[src/logic/probe_cfg_pkg.sv]
// Package: holding register map, reset values and valid ranges of the probe
package probe_cfg_pkg;
    // Holding register addresses (16-bit register indexes)
    localparam logic [15:0] ADDR_TEMP_COMP = 16'h0505;
    localparam logic [15:0] ADDR_PURGE_MAN = 16'h0506;
    localparam logic [15:0] ADDR_PURGE_INT = 16'h0507;
    localparam logic [15:0] ADDR_NODE = 16'h0600;
    localparam logic [15:0] ADDR_BAUD = 16'h0601;
    localparam logic [15:0] ADDR_FRAME = 16'h0602;
    localparam logic [15:0] ADDR_DELAY = 16'h0603;
    localparam logic [15:0] ADDR_RESTART = 16'h0604;
    localparam logic [15:0] ADDR_OUT_MODE = 16'h0700;
    localparam logic [15:0] ADDR_OUT_PARAM = 16'h0701;
    localparam logic [15:0] ADDR_SCALE_LO = 16'h0702;
    localparam logic [15:0] ADDR_SCALE_HI = 16'h0704;
    localparam logic [15:0] ADDR_ERR_LVL = 16'h0706;
    // Reset values
    localparam logic [15:0] RST_TEMP_COMP = 16'h0001;
    localparam logic [15:0] RST_PURGE_MAN = 16'h0001;
    localparam logic [15:0] RST_PURGE_INT = 16'h0000;
    localparam logic [15:0] RST_NODE = 16'h00F0;
    localparam logic [15:0] RST_BAUD = 16'h0006;
    localparam logic [15:0] RST_FRAME = 16'h0001;
    localparam logic [15:0] RST_DELAY = 16'h0000;
    localparam logic [15:0] RST_OUT_MODE = 16'h0002;
    localparam logic [15:0] RST_OUT_PARAM = 16'h0000;
    localparam logic [31:0] RST_SCALE_LO = 32'h0000_0000;
    localparam logic [31:0] RST_SCALE_HI = 32'h42C8_0000;
    localparam logic [31:0] RST_ERR_LVL = 32'h4140_0000;
    // Valid ranges and codes
    localparam logic [15:0] NODE_MIN = 16'h0001;
    localparam logic [15:0] NODE_MAX = 16'h00FF;
    localparam logic [15:0] BAUD_MIN = 16'h0005;
    localparam logic [15:0] BAUD_MAX = 16'h0009;
    localparam logic [15:0] FRAME_MAX = 16'h0005;
    localparam logic [15:0] DELAY_MAX = 16'h03E8;
    localparam logic [15:0] PARAM_MAX = 16'h001A;
    localparam logic [15:0] MODE_OFF = 16'h0000;
    localparam logic [15:0] MODE_4_20 = 16'h0002;
    localparam logic [15:0] RESTART_CODE = 16'h0001;
    localparam logic [15:0] BOOL_MAX = 16'h0001;
endpackage

[src/logic/probe_config_registers.sv]
// Configuration holding-register bank of the probe with range checking
//
// Behaviour
// - Setpoint mode uses volatile and power-up setpoints.
// - Manual purge in analog mode enable, default on.
// - Node address 1 to 255, default 240.
// - Bit rate codes 5..9, default 6.
// - Framing codes 0..5 parity/stop, default 1.
// - Writing 1 to restart register restarts device.
// - Output mode 0 off, 2 current; default 2.
// - Float sets value at output scale low end.
// - Float sets value at output scale high end.
`timescale 1ns/1ps
module probe_config_registers (
    input wire logic core_clk,
    input wire logic rst_n,
    input wire logic wr_en,
    input wire logic rd_en,
    input wire logic [15:0] reg_addr,
    input wire logic [15:0] wr_data,
    output logic [15:0] rd_data,
    output logic rd_valid,
    output logic rd_error,
    output logic wr_error,
    output logic use_setpoint_temp,
    output logic purge_man_enable,
    output logic purge_int_allow,
    output logic [7:0] node_addr,
    output logic [3:0] baud_code,
    output logic [1:0] parity_sel,
    output logic two_stop_bits,
    output logic [15:0] reply_delay,
    output logic restart_pulse,
    output logic out1_enable,
    output logic [15:0] out1_param,
    output logic [31:0] out1_scale_lo,
    output logic [31:0] out1_scale_hi,
    output logic [31:0] out1_err_level
);
    import probe_cfg_pkg::*;

    ////////////////////////////////////////////////////////////////////////
    // Reset synchroniser
    logic rst_meta_q; // First stage, read only by the second
    logic rst_sync_q; // Released reset used by all logic

    // Two flops so release is clean against core_clk
    always_ff @(posedge core_clk or negedge rst_n) begin
        if (!rst_n) begin
            rst_meta_q <= 1'b0;
            rst_sync_q <= 1'b0;
        end else begin
            rst_meta_q <= 1'b1;
            rst_sync_q <= rst_meta_q;
        end
    end

    ////////////////////////////////////////////////////////////////////////
    // Register state
    logic [15:0] temp_comp_source_q, temp_comp_source_d;
    logic [15:0] manual_purge_analog_enable_q, manual_purge_analog_enable_d;
    logic [15:0] interval_purge_during_exposure_q;
    logic [15:0] interval_purge_during_exposure_d;
    logic [15:0] node_address_q, node_address_d;
    logic [15:0] baud_select_q, baud_select_d;
    logic [15:0] frame_format_q, frame_format_d;
    logic [15:0] reply_delay_ms_q, reply_delay_ms_d;
    logic [15:0] out1_mode_q, out1_mode_d;
    logic [15:0] out1_parameter_select_q, out1_parameter_select_d;
    logic [31:0] out1_scale_low_q, out1_scale_low_d;
    logic [31:0] out1_scale_high_q, out1_scale_high_d;
    logic [31:0] out1_error_level_ma_q, out1_error_level_ma_d;
    logic [15:0] hold_hi_q, hold_hi_d;   // First half of a float pair
    logic [15:0] hold_addr_q, hold_addr_d; // Address of that first half
    logic hold_vld_q, hold_vld_d;        // First half captured
    logic [15:0] rd_data_q, rd_data_d;
    logic rd_valid_q, rd_valid_d;
    logic rd_error_q, rd_error_d;
    logic wr_error_q, wr_error_d;
    logic restart_q, restart_d;

    // Inclusive range test, used for the node address and bit rate fields
    function automatic logic in_range(input logic [15:0] v,
                                      input logic [15:0] lo,
                                      input logic [15:0] hi);
        in_range = (v >= lo) && (v <= hi);
    endfunction

    // Float pair decode: true only when addr is the base (first half) of a pair
    function automatic logic is_float(input logic [15:0] a);
        is_float = (a == ADDR_SCALE_LO) || (a == ADDR_SCALE_HI) ||
                   (a == ADDR_ERR_LVL);
    endfunction

    ////////////////////////////////////////////////////////////////////////
    // Next-state logic: writes, float pairing, reads
    always_comb begin
        temp_comp_source_d = temp_comp_source_q;
        manual_purge_analog_enable_d = manual_purge_analog_enable_q;
        interval_purge_during_exposure_d = interval_purge_during_exposure_q;
        node_address_d = node_address_q;
        baud_select_d = baud_select_q;
        frame_format_d = frame_format_q;
        reply_delay_ms_d = reply_delay_ms_q;
        out1_mode_d = out1_mode_q;
        out1_parameter_select_d = out1_parameter_select_q;
        out1_scale_low_d = out1_scale_low_q;
        out1_scale_high_d = out1_scale_high_q;
        out1_error_level_ma_d = out1_error_level_ma_q;
        hold_hi_d = hold_hi_q;
        hold_addr_d = hold_addr_q;
        hold_vld_d = hold_vld_q;
        rd_data_d = 16'h0000;
        rd_valid_d = 1'b0;
        rd_error_d = 1'b0;
        wr_error_d = 1'b0;
        restart_d = 1'b0;
        if (wr_en) begin
            // Any write other than the pair's second half drops a half pair
            hold_vld_d = 1'b0;
            wr_error_d = 1'b1; // Cleared below when the write is accepted
            if (is_float(reg_addr)) begin
                // High word first; commit happens only on the low word
                hold_hi_d = wr_data;
                hold_addr_d = reg_addr;
                hold_vld_d = 1'b1;
                wr_error_d = 1'b0;
            end else if (hold_vld_q && (reg_addr == hold_addr_q + 16'h0001))
                begin
                // Second half completes the 32-bit value atomically
                wr_error_d = 1'b0;
                case (hold_addr_q)
                    ADDR_SCALE_LO: begin
                        out1_scale_low_d = {hold_hi_q, wr_data};
                    end
                    ADDR_SCALE_HI: begin
                        out1_scale_high_d = {hold_hi_q, wr_data};
                    end
                    default: out1_error_level_ma_d = {hold_hi_q, wr_data};
                endcase
            end else begin
                case (reg_addr)
                    ADDR_TEMP_COMP: if (wr_data <= BOOL_MAX) begin
                        temp_comp_source_d = wr_data;
                        wr_error_d = 1'b0;
                    end
                    ADDR_PURGE_MAN: if (wr_data <= BOOL_MAX) begin
                        manual_purge_analog_enable_d = wr_data;
                        wr_error_d = 1'b0;
                    end
                    ADDR_PURGE_INT: if (wr_data <= BOOL_MAX) begin
                        interval_purge_during_exposure_d = wr_data;
                        wr_error_d = 1'b0;
                    end
                    ADDR_NODE: if (in_range(wr_data, NODE_MIN, NODE_MAX)) begin
                        node_address_d = wr_data;
                        wr_error_d = 1'b0;
                    end
                    ADDR_BAUD: if (in_range(wr_data, BAUD_MIN, BAUD_MAX)) begin
                        baud_select_d = wr_data;
                        wr_error_d = 1'b0;
                    end
                    ADDR_FRAME: if (wr_data <= FRAME_MAX) begin
                        frame_format_d = wr_data;
                        wr_error_d = 1'b0;
                    end
                    ADDR_DELAY: if (wr_data <= DELAY_MAX) begin
                        reply_delay_ms_d = wr_data;
                        wr_error_d = 1'b0;
                    end
                    ADDR_RESTART: if (wr_data == RESTART_CODE) begin
                        restart_d = 1'b1;
                        wr_error_d = 1'b0;
                    end
                    ADDR_OUT_MODE: if ((wr_data == MODE_OFF) ||
                                       (wr_data == MODE_4_20)) begin
                        out1_mode_d = wr_data;
                        wr_error_d = 1'b0;
                    end
                    ADDR_OUT_PARAM: if (wr_data <= PARAM_MAX) begin
                        out1_parameter_select_d = wr_data;
                        wr_error_d = 1'b0;
                    end
                    default: wr_error_d = 1'b1; // Unmapped address
                endcase
            end
        end else if (rd_en) begin
            // Reads answer one cycle later; restart reads as zero
            rd_valid_d = 1'b1;
            case (reg_addr)
                ADDR_TEMP_COMP: rd_data_d = temp_comp_source_q;
                ADDR_PURGE_MAN: rd_data_d = manual_purge_analog_enable_q;
                ADDR_PURGE_INT: rd_data_d = interval_purge_during_exposure_q;
                ADDR_NODE: rd_data_d = node_address_q;
                ADDR_BAUD: rd_data_d = baud_select_q;
                ADDR_FRAME: rd_data_d = frame_format_q;
                ADDR_DELAY: rd_data_d = reply_delay_ms_q;
                ADDR_RESTART: rd_data_d = 16'h0000;
                ADDR_OUT_MODE: rd_data_d = out1_mode_q;
                ADDR_OUT_PARAM: rd_data_d = out1_parameter_select_q;
                ADDR_SCALE_LO: rd_data_d = out1_scale_low_q[31:16];
                ADDR_SCALE_LO + 16'h0001: rd_data_d = out1_scale_low_q[15:0];
                ADDR_SCALE_HI: rd_data_d = out1_scale_high_q[31:16];
                ADDR_SCALE_HI + 16'h0001: rd_data_d = out1_scale_high_q[15:0];
                ADDR_ERR_LVL: rd_data_d = out1_error_level_ma_q[31:16];
                ADDR_ERR_LVL + 16'h0001: begin
                    rd_data_d = out1_error_level_ma_q[15:0];
                end
                default: rd_error_d = 1'b1; // Unmapped reads as zero
            endcase
        end
    end

    ////////////////////////////////////////////////////////////////////////
    // State registers
    always_ff @(posedge core_clk or negedge rst_sync_q) begin
        if (!rst_sync_q) begin
            temp_comp_source_q <= RST_TEMP_COMP;
            manual_purge_analog_enable_q <= RST_PURGE_MAN;
            interval_purge_during_exposure_q <= RST_PURGE_INT;
            node_address_q <= RST_NODE;
            baud_select_q <= RST_BAUD;
            frame_format_q <= RST_FRAME;
            reply_delay_ms_q <= RST_DELAY;
            out1_mode_q <= RST_OUT_MODE;
            out1_parameter_select_q <= RST_OUT_PARAM;
            out1_scale_low_q <= RST_SCALE_LO;
            out1_scale_high_q <= RST_SCALE_HI;
            out1_error_level_ma_q <= RST_ERR_LVL;
            hold_hi_q <= 16'h0000;
            hold_addr_q <= 16'h0000;
            hold_vld_q <= 1'b0;
            rd_data_q <= 16'h0000;
            rd_valid_q <= 1'b0;
            rd_error_q <= 1'b0;
            wr_error_q <= 1'b0;
            restart_q <= 1'b0;
        end else begin
            temp_comp_source_q <= temp_comp_source_d;
            manual_purge_analog_enable_q <= manual_purge_analog_enable_d;
            interval_purge_during_exposure_q <=
                interval_purge_during_exposure_d;
            node_address_q <= node_address_d;
            baud_select_q <= baud_select_d;
            frame_format_q <= frame_format_d;
            reply_delay_ms_q <= reply_delay_ms_d;
            out1_mode_q <= out1_mode_d;
            out1_parameter_select_q <= out1_parameter_select_d;
            out1_scale_low_q <= out1_scale_low_d;
            out1_scale_high_q <= out1_scale_high_d;
            out1_error_level_ma_q <= out1_error_level_ma_d;
            hold_hi_q <= hold_hi_d;
            hold_addr_q <= hold_addr_d;
            hold_vld_q <= hold_vld_d;
            rd_data_q <= rd_data_d;
            rd_valid_q <= rd_valid_d;
            rd_error_q <= rd_error_d;
            wr_error_q <= wr_error_d;
            restart_q <= restart_d;
        end
    end

    ////////////////////////////////////////////////////////////////////////
    // Outputs, all straight from flops; setpoint storage lives elsewhere
    assign rd_data = rd_data_q;
    assign rd_valid = rd_valid_q;
    assign rd_error = rd_error_q;
    assign wr_error = wr_error_q;
    assign use_setpoint_temp = temp_comp_source_q[0];
    assign purge_man_enable = manual_purge_analog_enable_q[0];
    assign purge_int_allow = interval_purge_during_exposure_q[0];
    assign node_addr = node_address_q[7:0];
    assign baud_code = baud_select_q[3:0];
    assign parity_sel = frame_format_q[2:1]; // 0 none,1 even,2 odd
    assign two_stop_bits = frame_format_q[0];
    assign reply_delay = reply_delay_ms_q;
    assign restart_pulse = restart_q;
    // Only codes 0 and 2 are ever stored, so bit 1 alone marks current mode
    assign out1_enable = out1_mode_q[1];
    assign out1_param = out1_parameter_select_q;
    assign out1_scale_lo = out1_scale_low_q;
    assign out1_scale_hi = out1_scale_high_q;
    assign out1_err_level = out1_error_level_ma_q;
endmodule // probe_config_registers

[config.mk]
export PLATFORM = sky130hd
export DESIGN_NAME = probe_config_registers
export DESIGN_NICKNAME = d
export VERILOG_FILES = /design/src/logic/probe_cfg_pkg.sv /design/src/logic/probe_config_registers.sv
export SDC_FILE = /design/constraint.sdc
export NUM_CORES = 1
export LEC_CHECK = 0
export BUFFER_PORTS_ARGS = -buffer_cell sky130_fd_sc_hd__buf_2
export CAP_MARGIN = 20
export CORE_ASPECT_RATIO = 1.2
export CORE_UTILIZATION = 49
export DETAILED_ROUTE_END_ITERATION = 6
export GPL_TIMING_DRIVEN = 0
export PLACE_DENSITY = 0.7
export SLEW_MARGIN = 15
export SYNTH_ARGS = -nofsm -noshare
export SYNTH_HDL_FRONTEND = slang
export SYNTH_SLANG_ARGS = --single-unit
[constraint.sdc]
create_clock -name core_clk -period 23.7 [get_ports core_clk]
set_input_delay 0 -clock core_clk [delete_from_list [all_inputs] [get_ports core_clk]]
set_output_delay 0 -clock core_clk [all_outputs]
set_load 0.1 [all_outputs]
## Word-level counts from Yosys, hierarchy flattened

Index checks and enable logic that the tools add are counted.

| operators by class | value |
|---|---|
| bitwise gates (word level) | 3 |
| muxes and demuxes | 26 |
| add/sub/neg operators | 1 |
| $lt $le $gt $ge | 8 |
| reductions and logical operators | 23 |
| eq/ne operators | 21 |

Operators by type and width:

| operator | number |
|---|---|
| == test 16 x 11 -> 1 bit (second input constant) | 18 |
| one-hot mux 16 bit (15 select lines) | 1 |
| AND reduction 5 bit | 9 |
| two-way mux 16 bit | 2 |
| two-way mux 1 bit | 22 |
| adder 16 x 1 -> 16 bit (second input constant) | 1 |
| == test 16 x 1 -> 1 bit (second input constant) | 1 |
| == test 16 bit | 1 |
| == test 16 x 2 -> 1 bit (second input constant) | 1 |
| >= comparator 16 x 1 -> 1 bit (second input constant) | 1 |
| >= comparator 16 x 3 -> 1 bit (second input constant) | 1 |
| less-or-equal comparator 16 x 1 -> 1 bit (second input constant) | 1 |
| less-or-equal comparator 16 x 10 -> 1 bit (second input constant) | 1 |
| less-or-equal comparator 16 x 3 -> 1 bit (second input constant) | 1 |
| less-or-equal comparator 16 x 4 -> 1 bit (second input constant) | 1 |
| less-or-equal comparator 16 x 5 -> 1 bit (second input constant) | 1 |
| less-or-equal comparator 16 x 8 -> 1 bit (second input constant) | 1 |
| logical NOT 16 bit | 1 |
| OR reduction 16 bit | 1 |
| AND reduction 4 bit | 3 |
| one-hot mux 1 bit (8 select lines) | 1 |
| logical AND 1 bit | 3 |
| logical OR 1 bit | 3 |
| inverter 1 bit | 3 |
| 3 further kinds | 3 |

| word-level totals | value |
|---|---|
| word-level logic and storage cells | 104 |
| output and inout bits | 167 |
| register bits after elaboration | 295 |

## Longest topological paths before layout

| logic depth | value |
|---|---|
| word-level depth | 7 |
| gate-level depth with buffers | 10 |
| depth with buffers taken out | 8 |

## Worst setup path after synthesis

No wires, ideal clock.

| path | value |
|---|---|
| path type | register to register |
| from | register hold_addr_q[9] |
| to | register out1_error_level_ma_q[0], in the netlist out1_err_level[0] |
| cell stages (with the launch flop) | 10 |
| path buffers | 3 |
| slack | 20.893 ns |
| data arrival time | 2.678 ns |
| path through | dfrtp_1 clkbuf_1 or3b_2 nor4_1 nor3_1 a22oi_1 buf_1 nand4_4 buf_6 mux2_1 |

| between the ends | value |
|---|---|
| longest elaborated chain between the ends | 4 |
| elaborated cells between the ends (all ways) | 8 |
| those cells by class | 1 x add/sub; 3 x eq/ne; 1 x bitwise; 3 x reduce/logical |

Ends and longest elaborated chain:

| what | RTL line | text |
|---|---|---|
| start, declared | probe_config_registers.sv:74 | `logic [15:0] hold_addr_q, hold_addr_d;` |
| start signal, assigned | probe_config_registers.sv:253 | `hold_addr_q <= hold_addr_d;` |
| adder 16 x 1 -> 16 bit / == test 16 x 11 -> 1 bit (equally long branches) | probe_config_registers.sv:128, probe_config_registers.sv:132 |  |
| == test 16 bit / OR reduction 2 bit (equally long branches) | n/a |  |
| logical AND 1 bit / inverter 1 bit (equally long branches) | n/a |  |
| AND reduction 4 bit (no line) (*) | n/a |  |
| end signal, assigned | probe_config_registers.sv:251 | `out1_error_level_ma_q <= out1_error_level_ma_d;` |
| end, declared | probe_config_registers.sv:72 | `logic [31:0] out1_error_level_ma_q, out1_error_level_ma_d;` |

Every way passes the cells marked *; elsewhere a longest branch is shown, timed or not.
A chain may end at the register's enable or synchronous reset.

## Worst setup path in the final report

| path | value |
|---|---|
| from | input wr_data[13] |
| to | register out1_mode_q[6] |

| between the ends | value |
|---|---|
| longest elaborated chain between the ends | 3 |
| elaborated cells between the ends (all ways) | 4 |
| those cells by class | 1 x eq/ne; 3 x reduce/logical |

Ends and longest elaborated chain:

| what | RTL line | text |
|---|---|---|
| start, declared | probe_config_registers.sv:20 | `input wire logic [15:0] wr_data,` |
| == test 16 x 2 -> 1 bit / logical NOT 16 bit (equally long branches) | probe_config_registers.sv:176, probe_config_registers.sv:175 |  |
| logical OR 1 bit (*) | probe_config_registers.sv:175 | `ADDR_OUT_MODE: if ((wr_data == MODE_OFF) \|\|` |
| AND reduction 5 bit (no line) (*) | n/a |  |
| end signal, assigned | probe_config_registers.sv:247 | `out1_mode_q <= out1_mode_d;` |
| end, declared | probe_config_registers.sv:68 | `logic [15:0] out1_mode_q, out1_mode_d;` |

Marked as above.

==> out/results.ini <==
[timing]
max_clock_freq_mhz = 279.9
maxSlewViolCount = 0
max_slew_margin_pct = 21.72
worstMarginPinSlew_ps = 1174
setup_tns_ps = 0
skew_ps = 27.44
hold_viol = 0
setup_viol = 0
period_minus_slack_ps = 3573
rsz0062_at_grt = false
fin_crit_sh_pct = 15.08
whs_ps = 27.98

[run]
cap_viol_max_count = 0

[hold_path]
whs_path_depth = 3
hold_path_class = input pin to register
hold_end = rd_error
hp-start = reg_addr[9]

[cts]
cts_buffers = 30
cts_sinks = 295
worst_skew_pair.late_latency_ps = 570
h-tree-depth = 1
clockBufferDepth = 3
post-cts-setup-buffer-count = 0
cts_resized = 0
tritoncts = done
root_buffer = clkbuf_16
clk_pin_slew_ps = 60

[synth]
yosys_warnings = 0
synthesis.nets = 1083
ys.flop_type = dfrtp_1
yosys-top-cells-count = 277 x dfrtp_1, 114 x nor2b_1, 90 x mux2_1
ys_seq_elements = 295
synth_top_area_share_pct = 52.68
synth_most_common_cell = dfrtp_1
synthCells = 1044
yosysSeqAreaShare_pct = 56.27
avgSynthCellArea_um2 = 12.60
synth_area_um2 = 13160
yosysTopAreaCell = dfrtp_1
synthArstFlopShare_pct = 100.0
synth.area.top_cells = dfrtp_1 53%, mux2_1 7.7%, mux2_2 6.2%
synth.distinct_cells = 66
synth_edf_count = 0

[power_and_ir_drop]
powerDensity_nw_per_um2 = 63.84
ir_worst_vdd_uv = 67.75
leakagePower_uw = 0.008057

[setup_path]
crit_fanout = 10
regToRegEndpoint = frame_format_q[8]
slowest_stage = nor4_1
r2r_slack_ps = 20180
critPathArrivalTime_ps = 3990
reg2regPathDepth = 8
reg2reg_from = hold_addr_q[3]
slowest_delay_ps = 740
cp-start-kind = input pin
cp-end-kind = register
cpMostUsedCell = nor4_1
path_cells = dlygate4sd3_1 -> buf_2 -> nor4_1 -> nand4_1 -> nor4_1 -> nand3_1 -> a41oi_1 -> clkbuf_1 -> nor2b_1
critPathRequiredTime_ps = 24110
critPathBufInv = 3
crit_family = simple AND/OR/NAND/NOR gates
worstSetupPathType = input pin to register

[routing]
drc_errors = 0
wire_per_inst_um = 24.71
vias = 9944
antenna_left = 0
drtPass1Iterations = 5
drtIter0Drc = 678
routed_wl_mm = 40.89
avgViaCountPerCell = 6.008

[layout]
layout-drive-gt1-share_pct = 29.26
syn2layout_area_growth_pct = 20.42
fin_cells = 1655
nFillCells = 2197
nNetsFinal = 1334

[placed_design]
dpl.cell_count = 1579
dp_hpwl_mm = 29.69
globalplace.congestion = 0.9330
port_buffers = 195

[global_routing]
antenna_found_initial = 0
grt_overflow_total = 0
grt_pass1_vias = 9933
grtUsageTotal_pct = 30.37
grt_max_degree = 63
grt_pass1_wl_mm = 61.63

[die]
coreArea_um2 = 26350
die_x_um = 151.6
rows = 65
die_area_um2 = 27520
die_y_um = 181.5
io_pins = 203
initial_core_util_pct = 49.94

[run_status]
outcome = complete, no violations

==> area by class of cell <==
| cell class | count | area, um2 | area share (%) |
|---|---|---|---|
| Clock buffer | 46 | 860.8 | 5.432 |
| Sequential cell | 295 | 7408 | 46.75 |
| Multi-Input combinational cell | 647 | 5226 | 32.98 |
| Buffer | 95 | 501.7 | 3.166 |
| Tap cell | 335 | 419.2 | 2.645 |
| Clock inverter | 10 | 120.1 | 0.7580 |
| Antenna cell | 1 | 2.502 | 0.01579 |
| Timing Repair Buffer | 219 | 1281 | 8.085 |
| Inverter | 7 | 26.28 | 0.1658 |
==> per-stage QoR <==
step	setup WS, ps	instance area, um2	util [%]	power (uW)
floorplan	14900	13160	-	534.2
global placement	11760	14550	55.23	546.9
detailed placement	19930	14670	55.68	549.7
CTS	20180	15840	60.13	1018
global route	19830	15840	60.13	1041
finish	20130	15850	60.14	1012
==> where the power goes <==
part | total, uW | internal [uW] | switching, uW
logic | 36.3 | 10.6 | 25.7
clock network | 469 | 272 | 197
registers | 506 | 504 | 1.83
total | 1010 | 787 | 224
==> flip-flops by register name, summed over array words and instances, names as in the netlist <==
name	cells
manual_purge_analog_enable_q	16
hold_vld_q	1
rst_meta_q	1
hold_addr_q	16
node_address_q	16
rd_data	16
out1_scale_hi	32
hold_hi_q	16
rd_valid	1
temp_comp_source_q	16
rd_error	1
out1_param	16
restart_pulse	1
out1_mode_q	16
reply_delay	16
out1_scale_lo	32
baud_select_q	16
interval_purge_during_exposure_q	16
rst_sync_q	1
frame_format_q	16
wr_error	1
out1_err_level	32
==> worst max-delay path by stage <==
stage / from / to / slack [ps] / cells after the start
detailed placement: reg_addr[13] / rd_data[6] / 19930 / 9
global placement: rst_sync_q / out1_err_level[19] / 11760 / 0
finish: wr_data[13] / out1_mode_q[6] / 20130 / 9
CTS: wr_data[12] / out1_mode_q[6] / 20180 / 9
global route: wr_data[13] / out1_mode_q[6] / 19830 / 9
floorplan: rst_sync_q / baud_select_q[0] / 14900 / 0
==> routing by layer <==
metal / up-vias / track usage (%) / wire length, um / part of all wire (%)
li1: 4344 / - / - / -
met1: 5091 / 39.31 / 16240 / 40
met2: 420 / 49.46 / 19970 / 49
met3: 89 / 5.955 / 3023 / 7.4
met4: 0 / 12.87 / 1662 / 4.1
met5: - / 0 / 0 / 0
==> cells in the final DEF, fill, tap and decap left out, drive strengths merged, types with 4 or more instances in the layout <==
master / count
and2: 15
a22oi: 49
or3: 8
clkbuf: 106
xnor2: 11
nor2: 14
dlygate4sd3: 19
and3: 23
a221oi: 18
nand4: 11
dfrtp: 277
a21o: 4
a31oi: 25
buf: 235
a21oi: 8
or4: 4
nand3: 19
clkinv: 6
nor4: 20
dfstp: 18
a22o: 32
nand2: 21
nand2b: 7
xor2: 7
nor2b: 114
a222oi: 16
mux2: 162
inv: 8
o21ai: 7
nor3: 10
==> kinds of logic after synthesis <==
kind of cell | after synthesis | synth area share, %
AOI/OAI and AO/OA | 180 | 11.08
xor gates and xnor gates | 18 | 1.198
adders and majority gates | 3 | 0.2853
buffers and inverters | 102 | 4.013
DFF | 295 | 56.27
muxes | 164 | 14.02
other | 1 | 0.02850
and+or+nand+nor | 281 | 13.11
==> what timing repair did <==
action	4_1_cts	5_1_grt
hold buffers	19	0
setup endpoints to repair	0	0
endpoints found under the hold margin	65	0
==> worst reg2reg max path: stages (launching register included) <==
cell and delay (ps):
dfrtp_1 520, nand4_2 250, or3_1 360, a31oi_1 270, a22oi_1 150, buf_1 390
a31oi_1 860, clkbuf_1 480, nor2b_1 110
Note: power is estimated with default switching activity, not from simulation.
